[src/rtl/cpf_consts.svh]
// Constants for the command packet framer: offsets, codes, timing
`ifndef CPF_CONSTS_SVH
`define CPF_CONSTS_SVH
`define CPF_POS_SUM8     8'h00
`define CPF_POS_CMD      8'h01
`define CPF_POS_WCNT     8'h02
`define CPF_POS_XCMD     8'h03
`define CPF_POS_SUM16_LO 8'h04
`define CPF_POS_SUM16_HI 8'h05
`define CPF_DEST_BIT     7
`define CPF_EXT_CODE     4'hF
`define CPF_NORM_MAX_CMD 4'hE
`define CPF_NORM_HDR     10'h002
`define CPF_EXT_HDR      10'h006
`define CPF_NORM_SUM_END 8'h0F
`define CPF_EXT_SUM_END  8'h05
`define CPF_EXT_MAX_WRDS 8'h7D
`define CPF_BAD_REPLY    8'hB8
`define CPF_SETTLE_NS    5000
`define CPF_CLK_NS       25
`define CPF_SETTLE_CYC   ((`CPF_SETTLE_NS + `CPF_CLK_NS - 1) / `CPF_CLK_NS)
`endif

[src/rtl/cpf_pkg.sv]
// Types shared by the command packet framer
package cpf_pkg;
  typedef enum logic [1:0] {
    CPF_RECV,
    CPF_REPLY0,
    CPF_REPLY1
  } cpf_state_t;

  typedef struct packed {
    logic       remote;
    logic       extended;
    logic [7:0] cmd_num;
    logic [7:0] words;
    logic [2:0] aux;
  } cpf_info_t;

  typedef struct packed {
    logic [7:0] dir;
    logic [7:0] state;
  } cpf_port_t;
endpackage : cpf_pkg

[src/rtl/cpf_framer.sv]
// Command packet framer: parse, checksum check, route, parameter masks
// Functional notes
// Normal packet: one command, 0-7 words
// Extended: three command words, 0-125 words
// Normal byte0 sums bytes 1-15
// Normal command number in bits 6-3
// Bits 2-0 give normal word count
// Bit 7 routes local or remote
// Bits 6-3 all ones mark extended
// Extended byte2 count, byte3 command
// Extended byte0 sums bytes 1-5 only
// Sixteen-bit payload sum at bytes 4-5
// Eight-bit sum adds carry back in
// Multi-byte fields least significant first
// Mask bit one updates parameter
// Mask bit zero keeps and reports
// Sixteen-bit analog mask picks channels
// Port mask updates lines, else reads
// Settle delay is value times 5us
// Field bit n maps to line n
// Remote bad checksum replies B8 B8
// Payload bytes are twice word count
// Normal command above 14 rejected
`timescale 1ns/1ps
`include "cpf_consts.svh"

module cpf_framer #(
  parameter int N_PARAM = 8,
  parameter int SETTLE_UNIT_CYC = `CPF_SETTLE_CYC
) (
  input  wire logic                   core_clk,
  input  wire logic                   reset,
  input  wire logic                   in_valid,
  input  wire logic [7:0]             in_data,
  output logic                        in_ready,
  output logic                        pay_valid,
  output logic [7:0]                  pay_byte,
  output logic                        pkt_local,
  output logic                        pkt_remote,
  output logic                        pkt_bad,
  output cpf_pkg::cpf_info_t          pkt_info,
  output logic                        reply_valid,
  output logic [7:0]                  reply_byte,
  input  wire logic                   reply_ready,
  input  wire logic                   param_write,
  input  wire logic [N_PARAM-1:0]     param_update_mask,
  input  wire logic [N_PARAM*8-1:0]   param_new,
  output logic [N_PARAM*8-1:0]        param_value,
  input  wire logic [15:0]            analog_channel_select,
  input  wire logic [7:0]             extra_settle_delay,
  input  wire logic                   sample_req,
  output logic [15:0]                 acq_channels,
  output logic                        sample_go,
  input  wire logic                   port_write,
  input  wire logic [7:0]             port_line_update_mask,
  input  wire cpf_pkg::cpf_port_t     port_new,
  input  wire logic [7:0]             port_pins,
  output cpf_pkg::cpf_port_t          port_drive,
  output cpf_pkg::cpf_port_t          port_readback
);

  // Ones' complement byte add: carry folds back into the sum
  function automatic logic [7:0] add8(input logic [7:0] a, input logic [7:0] b);
    logic [8:0] s;
    s = {1'b0, a} + {1'b0, b};
    add8 = s[7:0] + {7'h00, s[8]};
  endfunction : add8

  cpf_pkg::cpf_state_t state_reg, state_next;
  cpf_pkg::cpf_info_t  info_reg, info_next;
  logic [7:0]  idx_reg, idx_next, s8_reg, s8_next, e8_reg, e8_next;
  logic [9:0]  total_reg, total_next;
  logic [15:0] s16_reg, s16_next, e16_reg, e16_next;
  logic        long_reg, long_next, pv_reg, pv_next;
  logic [7:0]  pb_reg, pb_next;
  logic        loc_reg, loc_next, rem_reg, rem_next, bad_reg, bad_next;

  // Packet parser next-state
  always_comb
  begin
    logic [7:0]  b, s8;
    logic [15:0] s16;
    logic [9:0]  tot;
    logic        ext, last, ok;
    b = in_data;
    s8 = s8_reg;
    s16 = s16_reg;
    tot = total_reg;
    ext = info_reg.extended;
    last = 1'b0;
    ok = 1'b0;
    state_next = state_reg;
    info_next = info_reg;
    idx_next = idx_reg;
    total_next = total_reg;
    s8_next = s8_reg;
    e8_next = e8_reg;
    s16_next = s16_reg;
    e16_next = e16_reg;
    long_next = long_reg;
    pv_next = 1'b0;
    pb_next = pb_reg;
    loc_next = 1'b0;
    rem_next = 1'b0;
    bad_next = 1'b0;
    unique case (state_reg)
      cpf_pkg::CPF_RECV:
      begin
        if (in_valid)
        begin
          if (idx_reg == `CPF_POS_SUM8)
          begin
            e8_next = b;
            s8 = 8'h00;
            s16 = 16'h0000;
            long_next = 1'b0;
          end
          else if (idx_reg == `CPF_POS_CMD)
          begin
            ext = (b[6:3] == `CPF_EXT_CODE);
            info_next.remote = b[`CPF_DEST_BIT];
            info_next.extended = ext;
            info_next.aux = b[2:0];
            info_next.cmd_num = {4'h0, b[6:3]};
            info_next.words = {5'h00, b[2:0]};
            // Word count times two gives payload bytes
            tot = ext ? `CPF_EXT_HDR : `CPF_NORM_HDR + {6'h00, b[2:0], 1'b0};
            s8 = add8(s8_reg, b);
          end
          else
          begin
            // Header sum span differs by packet type
            if (ext ? idx_reg <= `CPF_EXT_SUM_END : idx_reg <= `CPF_NORM_SUM_END)
              s8 = add8(s8_reg, b);
            if (ext && idx_reg == `CPF_POS_WCNT)
            begin
              info_next.words = b;
              long_next = (b > `CPF_EXT_MAX_WRDS);
              tot = `CPF_EXT_HDR + {1'b0, b, 1'b0};
            end
            if (ext && idx_reg == `CPF_POS_XCMD)
              info_next.cmd_num = b;
            if (ext && idx_reg == `CPF_POS_SUM16_LO)
              e16_next[7:0] = b;
            if (ext && idx_reg == `CPF_POS_SUM16_HI)
              e16_next[15:8] = b;
            if (ext && idx_reg > `CPF_POS_SUM16_HI)
              s16 = s16_reg + {8'h00, b};
            // Payload passes on as it arrives
            if (ext ? idx_reg > `CPF_POS_SUM16_HI : idx_reg > `CPF_POS_CMD)
            begin
              pv_next = 1'b1;
              pb_next = b;
            end
          end
          last = (idx_reg != `CPF_POS_SUM8) && ({2'b00, idx_reg} + 10'h001 == tot);
          if (long_next)
            last = (idx_reg == `CPF_POS_WCNT); // Oversize count ends the packet early
          s8_next = s8;
          s16_next = s16;
          total_next = tot;
          if (last)
          begin
            ok = (s8 == e8_reg) && !long_next;
            if (ext && !long_next)
              ok = ok && (s16 == e16_next);
            idx_next = 8'h00;
            loc_next = ok && !info_next.remote;
            rem_next = ok && info_next.remote;
            bad_next = !ok;
            if (!ok && info_next.remote)
              state_next = cpf_pkg::CPF_REPLY0;
          end
          else
            idx_next = idx_reg + 8'h01;
        end
      end
      cpf_pkg::CPF_REPLY0:
      begin
        if (reply_ready)
          state_next = cpf_pkg::CPF_REPLY1;
      end
      cpf_pkg::CPF_REPLY1:
      begin
        if (reply_ready)
          state_next = cpf_pkg::CPF_RECV;
      end
      default:
        state_next = cpf_pkg::CPF_RECV;
    endcase
  end

  // Parser registers
  always_ff @(posedge core_clk)
  begin
    if (reset)
    begin
      state_reg <= cpf_pkg::CPF_RECV;
      info_reg  <= '0;
      idx_reg   <= 8'h00;
      total_reg <= 10'h000;
      s8_reg    <= 8'h00;
      e8_reg    <= 8'h00;
      s16_reg   <= 16'h0000;
      e16_reg   <= 16'h0000;
      long_reg  <= 1'b0;
      pv_reg    <= 1'b0;
      pb_reg    <= 8'h00;
      loc_reg   <= 1'b0;
      rem_reg   <= 1'b0;
      bad_reg   <= 1'b0;
    end
    else
    begin
      state_reg <= state_next;
      info_reg  <= info_next;
      idx_reg   <= idx_next;
      total_reg <= total_next;
      s8_reg    <= s8_next;
      e8_reg    <= e8_next;
      s16_reg   <= s16_next;
      e16_reg   <= e16_next;
      long_reg  <= long_next;
      pv_reg    <= pv_next;
      pb_reg    <= pb_next;
      loc_reg   <= loc_next;
      rem_reg   <= rem_next;
      bad_reg   <= bad_next;
    end
  end

  // Input stalls only while the error reply is out
  assign in_ready    = (state_reg == cpf_pkg::CPF_RECV);
  assign reply_valid = (state_reg != cpf_pkg::CPF_RECV);
  assign reply_byte  = reply_valid ? `CPF_BAD_REPLY : 8'h00;
  assign pay_valid   = pv_reg;
  assign pay_byte    = pb_reg;
  assign pkt_local   = loc_reg;
  assign pkt_remote  = rem_reg;
  assign pkt_bad     = bad_reg;
  assign pkt_info    = info_reg;

  logic [N_PARAM*8-1:0] par_reg, par_next;
  logic [15:0]          acq_reg, acq_next;
  cpf_pkg::cpf_port_t   drv_reg, drv_next, rb_reg, rb_next;

  // Masked parameter, channel and port updates
  always_comb
  begin
    par_next = par_reg;
    drv_next = drv_reg;
    acq_next = analog_channel_select;
    if (param_write)
      for (int i = 0; i < N_PARAM; i++)
        if (param_update_mask[i])
          par_next[i*8 +: 8] = param_new[i*8 +: 8];
    // Bit n of each field acts on line n only
    if (port_write)
      for (int n = 0; n < 8; n++)
        if (port_line_update_mask[n])
        begin
          drv_next.dir[n]   = port_new.dir[n];
          drv_next.state[n] = port_new.state[n];
        end
    // Readback shows current direction and pin levels
    rb_next.dir   = drv_next.dir;
    rb_next.state = port_pins;
  end

  always_ff @(posedge core_clk)
  begin
    if (reset)
    begin
      par_reg <= '0;
      acq_reg <= 16'h0000;
      drv_reg <= '0;
      rb_reg  <= '0;
    end
    else
    begin
      par_reg <= par_next;
      acq_reg <= acq_next;
      drv_reg <= drv_next;
      rb_reg  <= rb_next;
    end
  end

  assign param_value   = par_reg;
  assign acq_channels  = acq_reg;
  assign port_drive    = drv_reg;
  assign port_readback = rb_reg;

  logic [17:0] st_reg, st_next;
  logic        sb_reg, sb_next, go_reg, go_next;

  // Settling wait: one request waits delay units, then fires.
  // A request while busy is dropped so the count stays exact.
  always_comb
  begin
    st_next = st_reg;
    sb_next = sb_reg;
    go_next = 1'b0;
    if (!sb_reg)
    begin
      if (sample_req)
      begin
        st_next = 18'(extra_settle_delay * SETTLE_UNIT_CYC);
        sb_next = 1'b1;
      end
    end
    else if (st_reg == 18'h0_0000)
    begin
      go_next = 1'b1;
      sb_next = 1'b0;
    end
    else
      st_next = st_reg - 18'h0_0001;
  end

  always_ff @(posedge core_clk)
  begin
    if (reset)
    begin
      st_reg <= 18'h0_0000;
      sb_reg <= 1'b0;
      go_reg <= 1'b0;
    end
    else
    begin
      st_reg <= st_next;
      sb_reg <= sb_next;
      go_reg <= go_next;
    end
  end

  assign sample_go = go_reg;

endmodule : cpf_framer

[config.mk]
export PLATFORM = sky130hd
export DESIGN_NAME = cpf_framer
export DESIGN_NICKNAME = d
export VERILOG_FILES = /design/src/rtl/cpf_pkg.sv /design/src/rtl/cpf_framer.sv
export VERILOG_INCLUDE_DIRS = /design/src /design/src/rtl
export SDC_FILE = /design/constraint.sdc
export NUM_CORES = 1
export LEC_CHECK = 0
export BUFFER_PORTS_ARGS = -buffer_cell sky130_fd_sc_hd__buf_2
export CORE_UTILIZATION = 35
export CTS_CLUSTER_SIZE = 12
export DETAILED_ROUTE_END_ITERATION = 12
export PLACE_DENSITY = 0.53
export SETUP_SLACK_MARGIN = 0.3
export SLEW_MARGIN = 20
export SYNTH_ARGS = -nofsm -noshare
export SYNTH_HDL_FRONTEND = slang
export SYNTH_SLANG_ARGS = --single-unit
[constraint.sdc]
create_clock -name core_clk -period 11.3 [get_ports core_clk]
set_input_delay 0.565 -clock core_clk [delete_from_list [all_inputs] [get_ports core_clk]]
set_output_delay 0.565 -clock core_clk [all_outputs]
set_load 0.02 [all_outputs]
* Word level (Yosys, flattened, before mapping)
Cells that the tools add are included.
Word-level totals: register bits after elaboration 226, output and inout port bits 156
Operators by class: add/sub/neg operators 8, $mul 1, $lt $le $gt $ge 5, eq/ne operators 21, mux-type cells 81, bitwise logic cells 6, reductions and logical operators 48
Operator list (number):
- $mux 16 | 11
- $mux 8 | 11
- $mux 21 | 3
- $mux 18 | 3
- $mux 10 | 5
- $mux 1 | 39
- $reduce_and 2->1 | 18
- $logic_not 18->1 | 1
- $sub 18x1->18 const B | 1
- $add 16x8->16 | 1
- $eq 16x16->1 | 1
- $eq 8x2->1 const B | 2
- $eq 8x3->1 const B | 2
- $mul 8x5->13 const B | 1
- $logic_and 1x1->1 | 12
- $mux 2 | 6
- $reduce_and 4->1 | 3
- $add 3x9->10 const A | 1
- $eq 9x10->1 | 1
- $reduce_and 5->1 | 2
- $add 8x1->9 const B | 1
- $add 8x8->9 | 1
- $add 8x1->8 | 1
- $add 8x1->8 const B | 1
- 29 further kinds | 42

* Logic depth before layout (Yosys ltp)
word-level depth 21, mapped depth 17

* Worst setup path before layout
No wires, ideal clock.
kind in2reg, from input port in_data[0], to register state_reg[1], data arrival time 4446 ps, required time 11179 ps, setup slack 6733 ps, stages 17, buffers on the path 0, cell sequence ha_1 fa_1 a211oi_1 o21ai_0 a21oi_1 o21bai_1 ha_1 ha_1 a21boi_0 mux2i_1 xnor2_1 or4b_1 or4_1 a211oi_1 a21o_1 o211a_1 mux2_4
On the way: longest elaborated chain between the ends 18, elaborated cells on any way between the ends 53
RTL lines:
- from (decl) | RTL line cpf_framer.sv:34 | input wire logic [7:0] in_data,
- $add 8x8->9 | RTL line cpf_framer.sv:65 | s = {1'b0, a} + {1'b0, b};
- $add 8x1->8 | RTL line cpf_framer.sv:66 | add8 = s[7:0] + {7'h00, s[8]};
- $mux 8 | RTL line cpf_framer.sv:133 | if (ext ? idx_reg <= `CPF_EXT_SUM_END : idx_reg <= `CPF_NORM_SUM_END)
- $mux 8 | RTL line cpf_framer.sv:118 | else if (idx_reg == `CPF_POS_CMD)
- $mux 8 | RTL line cpf_framer.sv:111 | if (idx_reg == `CPF_POS_SUM8)
- $mux 8 | RTL line cpf_framer.sv:109 | if (in_valid)
- $mux 8 | RTL line cpf_framer.sv:106 | unique case (state_reg)
- $eq 8x8->1 | RTL line cpf_framer.sv:164 | ok = (s8 == e8_reg) && !long_next;
- (+2 left out)
- $mux 1 | RTL line cpf_framer.sv:165 | if (ext && !long_next)
- $mux 1 | RTL line cpf_framer.sv:162 | if (last)
- $mux 1 | RTL line cpf_framer.sv:109
- $mux 1 | RTL line cpf_framer.sv:106
- $logic_not 1->1 | RTL line cpf_framer.sv:171 | if (!ok && info_next.remote)
- $logic_and 1x1->1 | RTL line cpf_framer.sv:171
- $ne 2x1->1 (no line)
- $reduce_and 5->1 (no line) *
- to (signal assigned) | RTL line cpf_framer.sv:198 | state_reg <= cpf_pkg::CPF_RECV;
- to (signal assigned) | RTL line cpf_framer.sv:215 | state_reg <= state_next;
- to (decl) | RTL line cpf_framer.sv:69 | cpf_pkg::cpf_state_t state_reg, state_next;
Every way passes the cells marked *; elsewhere a longest branch is shown, timed or not. The select of a mux whose other input is x is not followed. A chain may end at the register's enable or synchronous reset.

* Worst setup path after layout
from register idx_reg[0], to register state_reg[1]
On the way: longest elaborated chain between the ends 18, elaborated cells on any way between the ends 69
RTL lines:
- from (decl) | RTL line cpf_framer.sv:71 | logic [7:0] idx_reg, idx_next, s8_reg, s8_next, e8_reg, e8_next;
- from (signal assigned) | RTL line cpf_framer.sv:217 | idx_reg <= idx_next;
- $le 8x4->1 (no line), or another cell as far along
- $mux 1 (no line) / $logic_and 1x1->1 (equally long branches)
- $mux 8 / $mux 1 (equally long branches) | RTL line cpf_framer.sv:133, cpf_framer.sv:135
- $mux 8 / $mux 1 (equally long branches) | RTL line cpf_framer.sv:118
- $mux 8 / $mux 1 (equally long branches) | RTL line cpf_framer.sv:111
- $mux 8 / $mux 1 (equally long branches) | RTL line cpf_framer.sv:109
- $mux 8 / $mux 1 (equally long branches) | RTL line cpf_framer.sv:106
- $eq 8x8->1 / $logic_not 1->1 (equally long branches) | RTL line cpf_framer.sv:164, cpf_framer.sv:165
- (+2 left out)
- $mux 1 | RTL line cpf_framer.sv:165
- $mux 1 | RTL line cpf_framer.sv:162
- $mux 1 | RTL line cpf_framer.sv:109
- $mux 1 | RTL line cpf_framer.sv:106
- $logic_not 1->1 | RTL line cpf_framer.sv:171
- $logic_and 1x1->1 | RTL line cpf_framer.sv:171
- $ne 2x1->1 (no line)
- $reduce_and 5->1 (no line) *
Marks and branches as above.

==> summary.md <==
| Metric | Value |
|---|---|
| Post-synthesis adder-cell area fraction | 6.72% |
| Max capacitance violation total | 0 |
| Worst EP arrival | 5280 ps |
| Grt ovf | 0 |
| Status | complete, no violations |
| GRT Overall Usage | 19.5% |
| Delay-heaviest family, CP | simple AND/OR/NAND/NOR gates |
| Max clock buf depth | 3 |
| RD Place Congestion | 0.864 |
| Starting Density | 35.5% |
| DRT Pass-1 Iters | 5 |
| Post-synthesis compound-gate area fraction | 18.0% |
| Clock transition at the registers of the reported paths | 60 ps |
| Post-DP HPWL | 25.0 mm |
| Lkg Pwr | 6.12 nW |
| Multi-input logic area | 6800 sq um |
| Worst skew pair latency | 550 ps |
| Initial antenna violation count | 0 |
| Post-CTS Setup Bufs | 0 |
| Num rows | 67 |
| Routed len/inst | 16.0 um |
| Die X | 187 um |
| Crit Path Category | flop to flop |
| Max reg flops | 64 |
| XOR/XNOR Fraction of Synth Area | 3.75% |
| DIE HEIGHT | 187 um |
| Post-Synth Simple-Gate Area | 25.1% |
| Ant. Diodes | 0 |
| Layout cells sized above 1 | 20.8% |
| Vias in the first global route | 10.7k |
| Setup TNS | 0 ps |
| Headroom to the max-slew limit | 32.5% |
| Syn_area_per_cell | 7.87 sq um |
| Critical path peak fanout | 23 |
| Type of destination of the critical path | flop |
| CTS Buf Count | 27 |
| Synth cell types | 67 |
| Critical path startpoint category | flop |
| Via density | 5.16 |
| Fmax | 206 MHz |
| Commonest non-fill, non-tap cell in the layout | buf_2 |
| Largest net degree at the start of global routing | 104 |
| Routed Antenna Nets | 0 |
| Ys flop type | dfxtp_1 |
| Post-route core utilization | 43.4% |
| Flop and latch count out of synthesis | 226 |
| Via count | 11.4k |
| Die area | 34800 sq um |
| Initial DRC count | 696 |
| Reg area | 4520 sq um |
| Area delta synth->final | 22.1% |
| Final nets | 1946 |
| # hold bufs at CTS | 0 |
| CTS tree | yes |
| Clock Sinks | 226 |
| Yosys warns | 0 |
| Port bufs | 294 |
| Syn Inst Count | 1515 |
| Clk_skew | 11.1 ps |
| Worst-margin pin slew | 999 ps |
| Tmin final | 4850 ps |
| I/O Pins | 299 |
| Core Footprint | 33500 sq um |
| # setup viols final | 0 |
| Global-route wire length before repair | 56.3 mm |
| Worst vdd ir | 131 uV |
| # DRC | 0 |
| Final hold violations | 0 |
| # resized after CTS | 0 |
| CP Data Required Time | 11730 ps |
| Hold WC Path Type | input port to flop |
| Final Cycle Share | 42.9% |
| Register area share after synthesis | 38.0% |
| Largest family of logic cells by synthesized area | simple AND/OR/NAND/NOR gates |
| PD cells | 150 nW/um^2 |
| EDFF count, synth | 0 |
| Final Max Slew Viols | 0 |
| Netlist Area Pre-Place | 11900 sq um |
| RSZ-0062 raised after global routing | no |
| Critical path buffers and inverters | 1 |
| Crit path largest cell delay | 900 ps |
| Fill count | 3497 |
| Root Buffer | clkbuf_16 |
| Commonest non-fill, non-tap cells in the layout | buf_2, nand2_1, dfxtp_1 |
| Post-synthesis mux area share | 3.25% |
| Slowest cell on the critical path | o41ai_1 |
| Crit-path cells | inv_1 -> ha_1 -> nor3b_1 -> nand2_1 -> nand3_1 -> and3_1 -> o21ai_0 -> nor4_1 -> o2111ai_1 -> o41ai_1 -> o211a_1 -> mux2_4 |
| Final WL | 35.4 mm |
| CTS H-tree depth | 1 |
| Synth async-reset ratio | 0% |
## per-stage QoR
| step | cell area (sq um) | std cells | hold slack, ps | setup WS, ps | power (mW) |
|---|---|---|---|---|---|
| after floorplan | 11900 | 1518 | 433 | 6730 | 1.14 |
| after global placement | 13600 | 2161 | 439 | 6100 | 1.25 |
| after detailed placement | 13600 | 2161 | 443 | 6020 | 1.25 |
| after CTS | 14600 | 2211 | 196 | 6500 | 2.22 |
| after global routing | 14600 | 2211 | 214 | 6150 | 2.30 |
| final | 14600 | 2211 | 229 | 6450 | 2.19 |
## power breakdown
part / leakage (nW) / switching, mW / internal, mW / total (mW)
Clock: 0.487 / 0.354 / 0.598 / 0.953
Sequential: 1.84 / 0.0275 / 0.834 / 0.862
Combinational: 3.79 / 0.233 / 0.138 / 0.371
## logic make-up (layout without fill, tap and decap cells)
| logic type | after synthesis | count (layout) |
|---|---|---|
| simple gates | 633 | 633 |
| other cells | 1 | 4 |
| compound gates | 358 | 358 |
| xor+xnor | 51 | 51 |
| fa+ha+maj | 61 | 61 |
| flops | 226 | 226 |
| buf+inv | 147 | 392 |
| mux | 38 | 38 |
## cell type report
cell class / instances / share of cell area (%)
clock buffers: 38 / 5.41
multi-input cells: 1145 / 46.7
repair buffers: 304 / 10.7
well taps: 448 / 3.85
clock inverters: 12 / 1.35
flip-flops and latches: 226 / 31.1
inverters: 38 / 0.980
## layer usage
metal	up-vias	wire length [um]	global-route usage (%)
met5	-	0	0
met4	0	695	5.23
met3	51	2330	4.78
met2	280	16300	32.4
met1	5301	16100	25.3
li1	5784	-	-
## path summary, 6_finish.rpt
check / slack [ps] / endpoint / depth (start not counted) / from
worst min-delay path: 230 / port_readback[1] / 2 / port_pins[1]
worst min register to register: 450 / param_value[5] / 2 / param_value[5]
worst max-delay path: 6450 / state_reg[1] / 12 / idx_reg[0]
worst max register to register: 6450 / state_reg[1] / 12 / idx_reg[0]
## cell usage after synthesis (5+ instances only)
cell type / instances / area (sq um)
buf_2: 5 / 25.0
or4_1: 6 / 45.0
dfxtp_1: 226 / 4520
fa_1: 5 / 100
o211ai_1: 7 / 52.6
o21a_1: 6 / 45.0
nand3_1: 121 / 606
nand2b_1: 6 / 37.5
a22oi_1: 14 / 105
and2_1: 9 / 56.3
a21boi_0: 5 / 37.5
nor2_1: 107 / 402
nand4b_1: 11 / 96.3
buf_1: 12 / 45.0
nor3_1: 40 / 200
a211oi_1: 17 / 128
clkbuf_1: 75 / 282
inv_1: 38 / 143
buf_4: 16 / 120
xor2_1: 19 / 166
mux2i_1: 35 / 350
a21o_1: 8 / 60.1
a221oi_1: 5 / 43.8
nand4_1: 7 / 43.8
a31oi_1: 7 / 43.8
o2111ai_1: 10 / 87.6
and3_1: 10 / 62.6
xnor2_1: 32 / 280
o21bai_1: 7 / 52.6
or3_1: 18 / 113
a21oi_1: 185 / 926
nor2b_1: 27 / 169
o21ai_0: 55 / 275
ha_1: 56 / 701
o31ai_1: 6 / 45.0
nor4_1: 13 / 81.3
nand2_1: 234 / 878
nor3b_1: 7 / 52.6
Note: power is estimated with default switching activity, not from simulation.
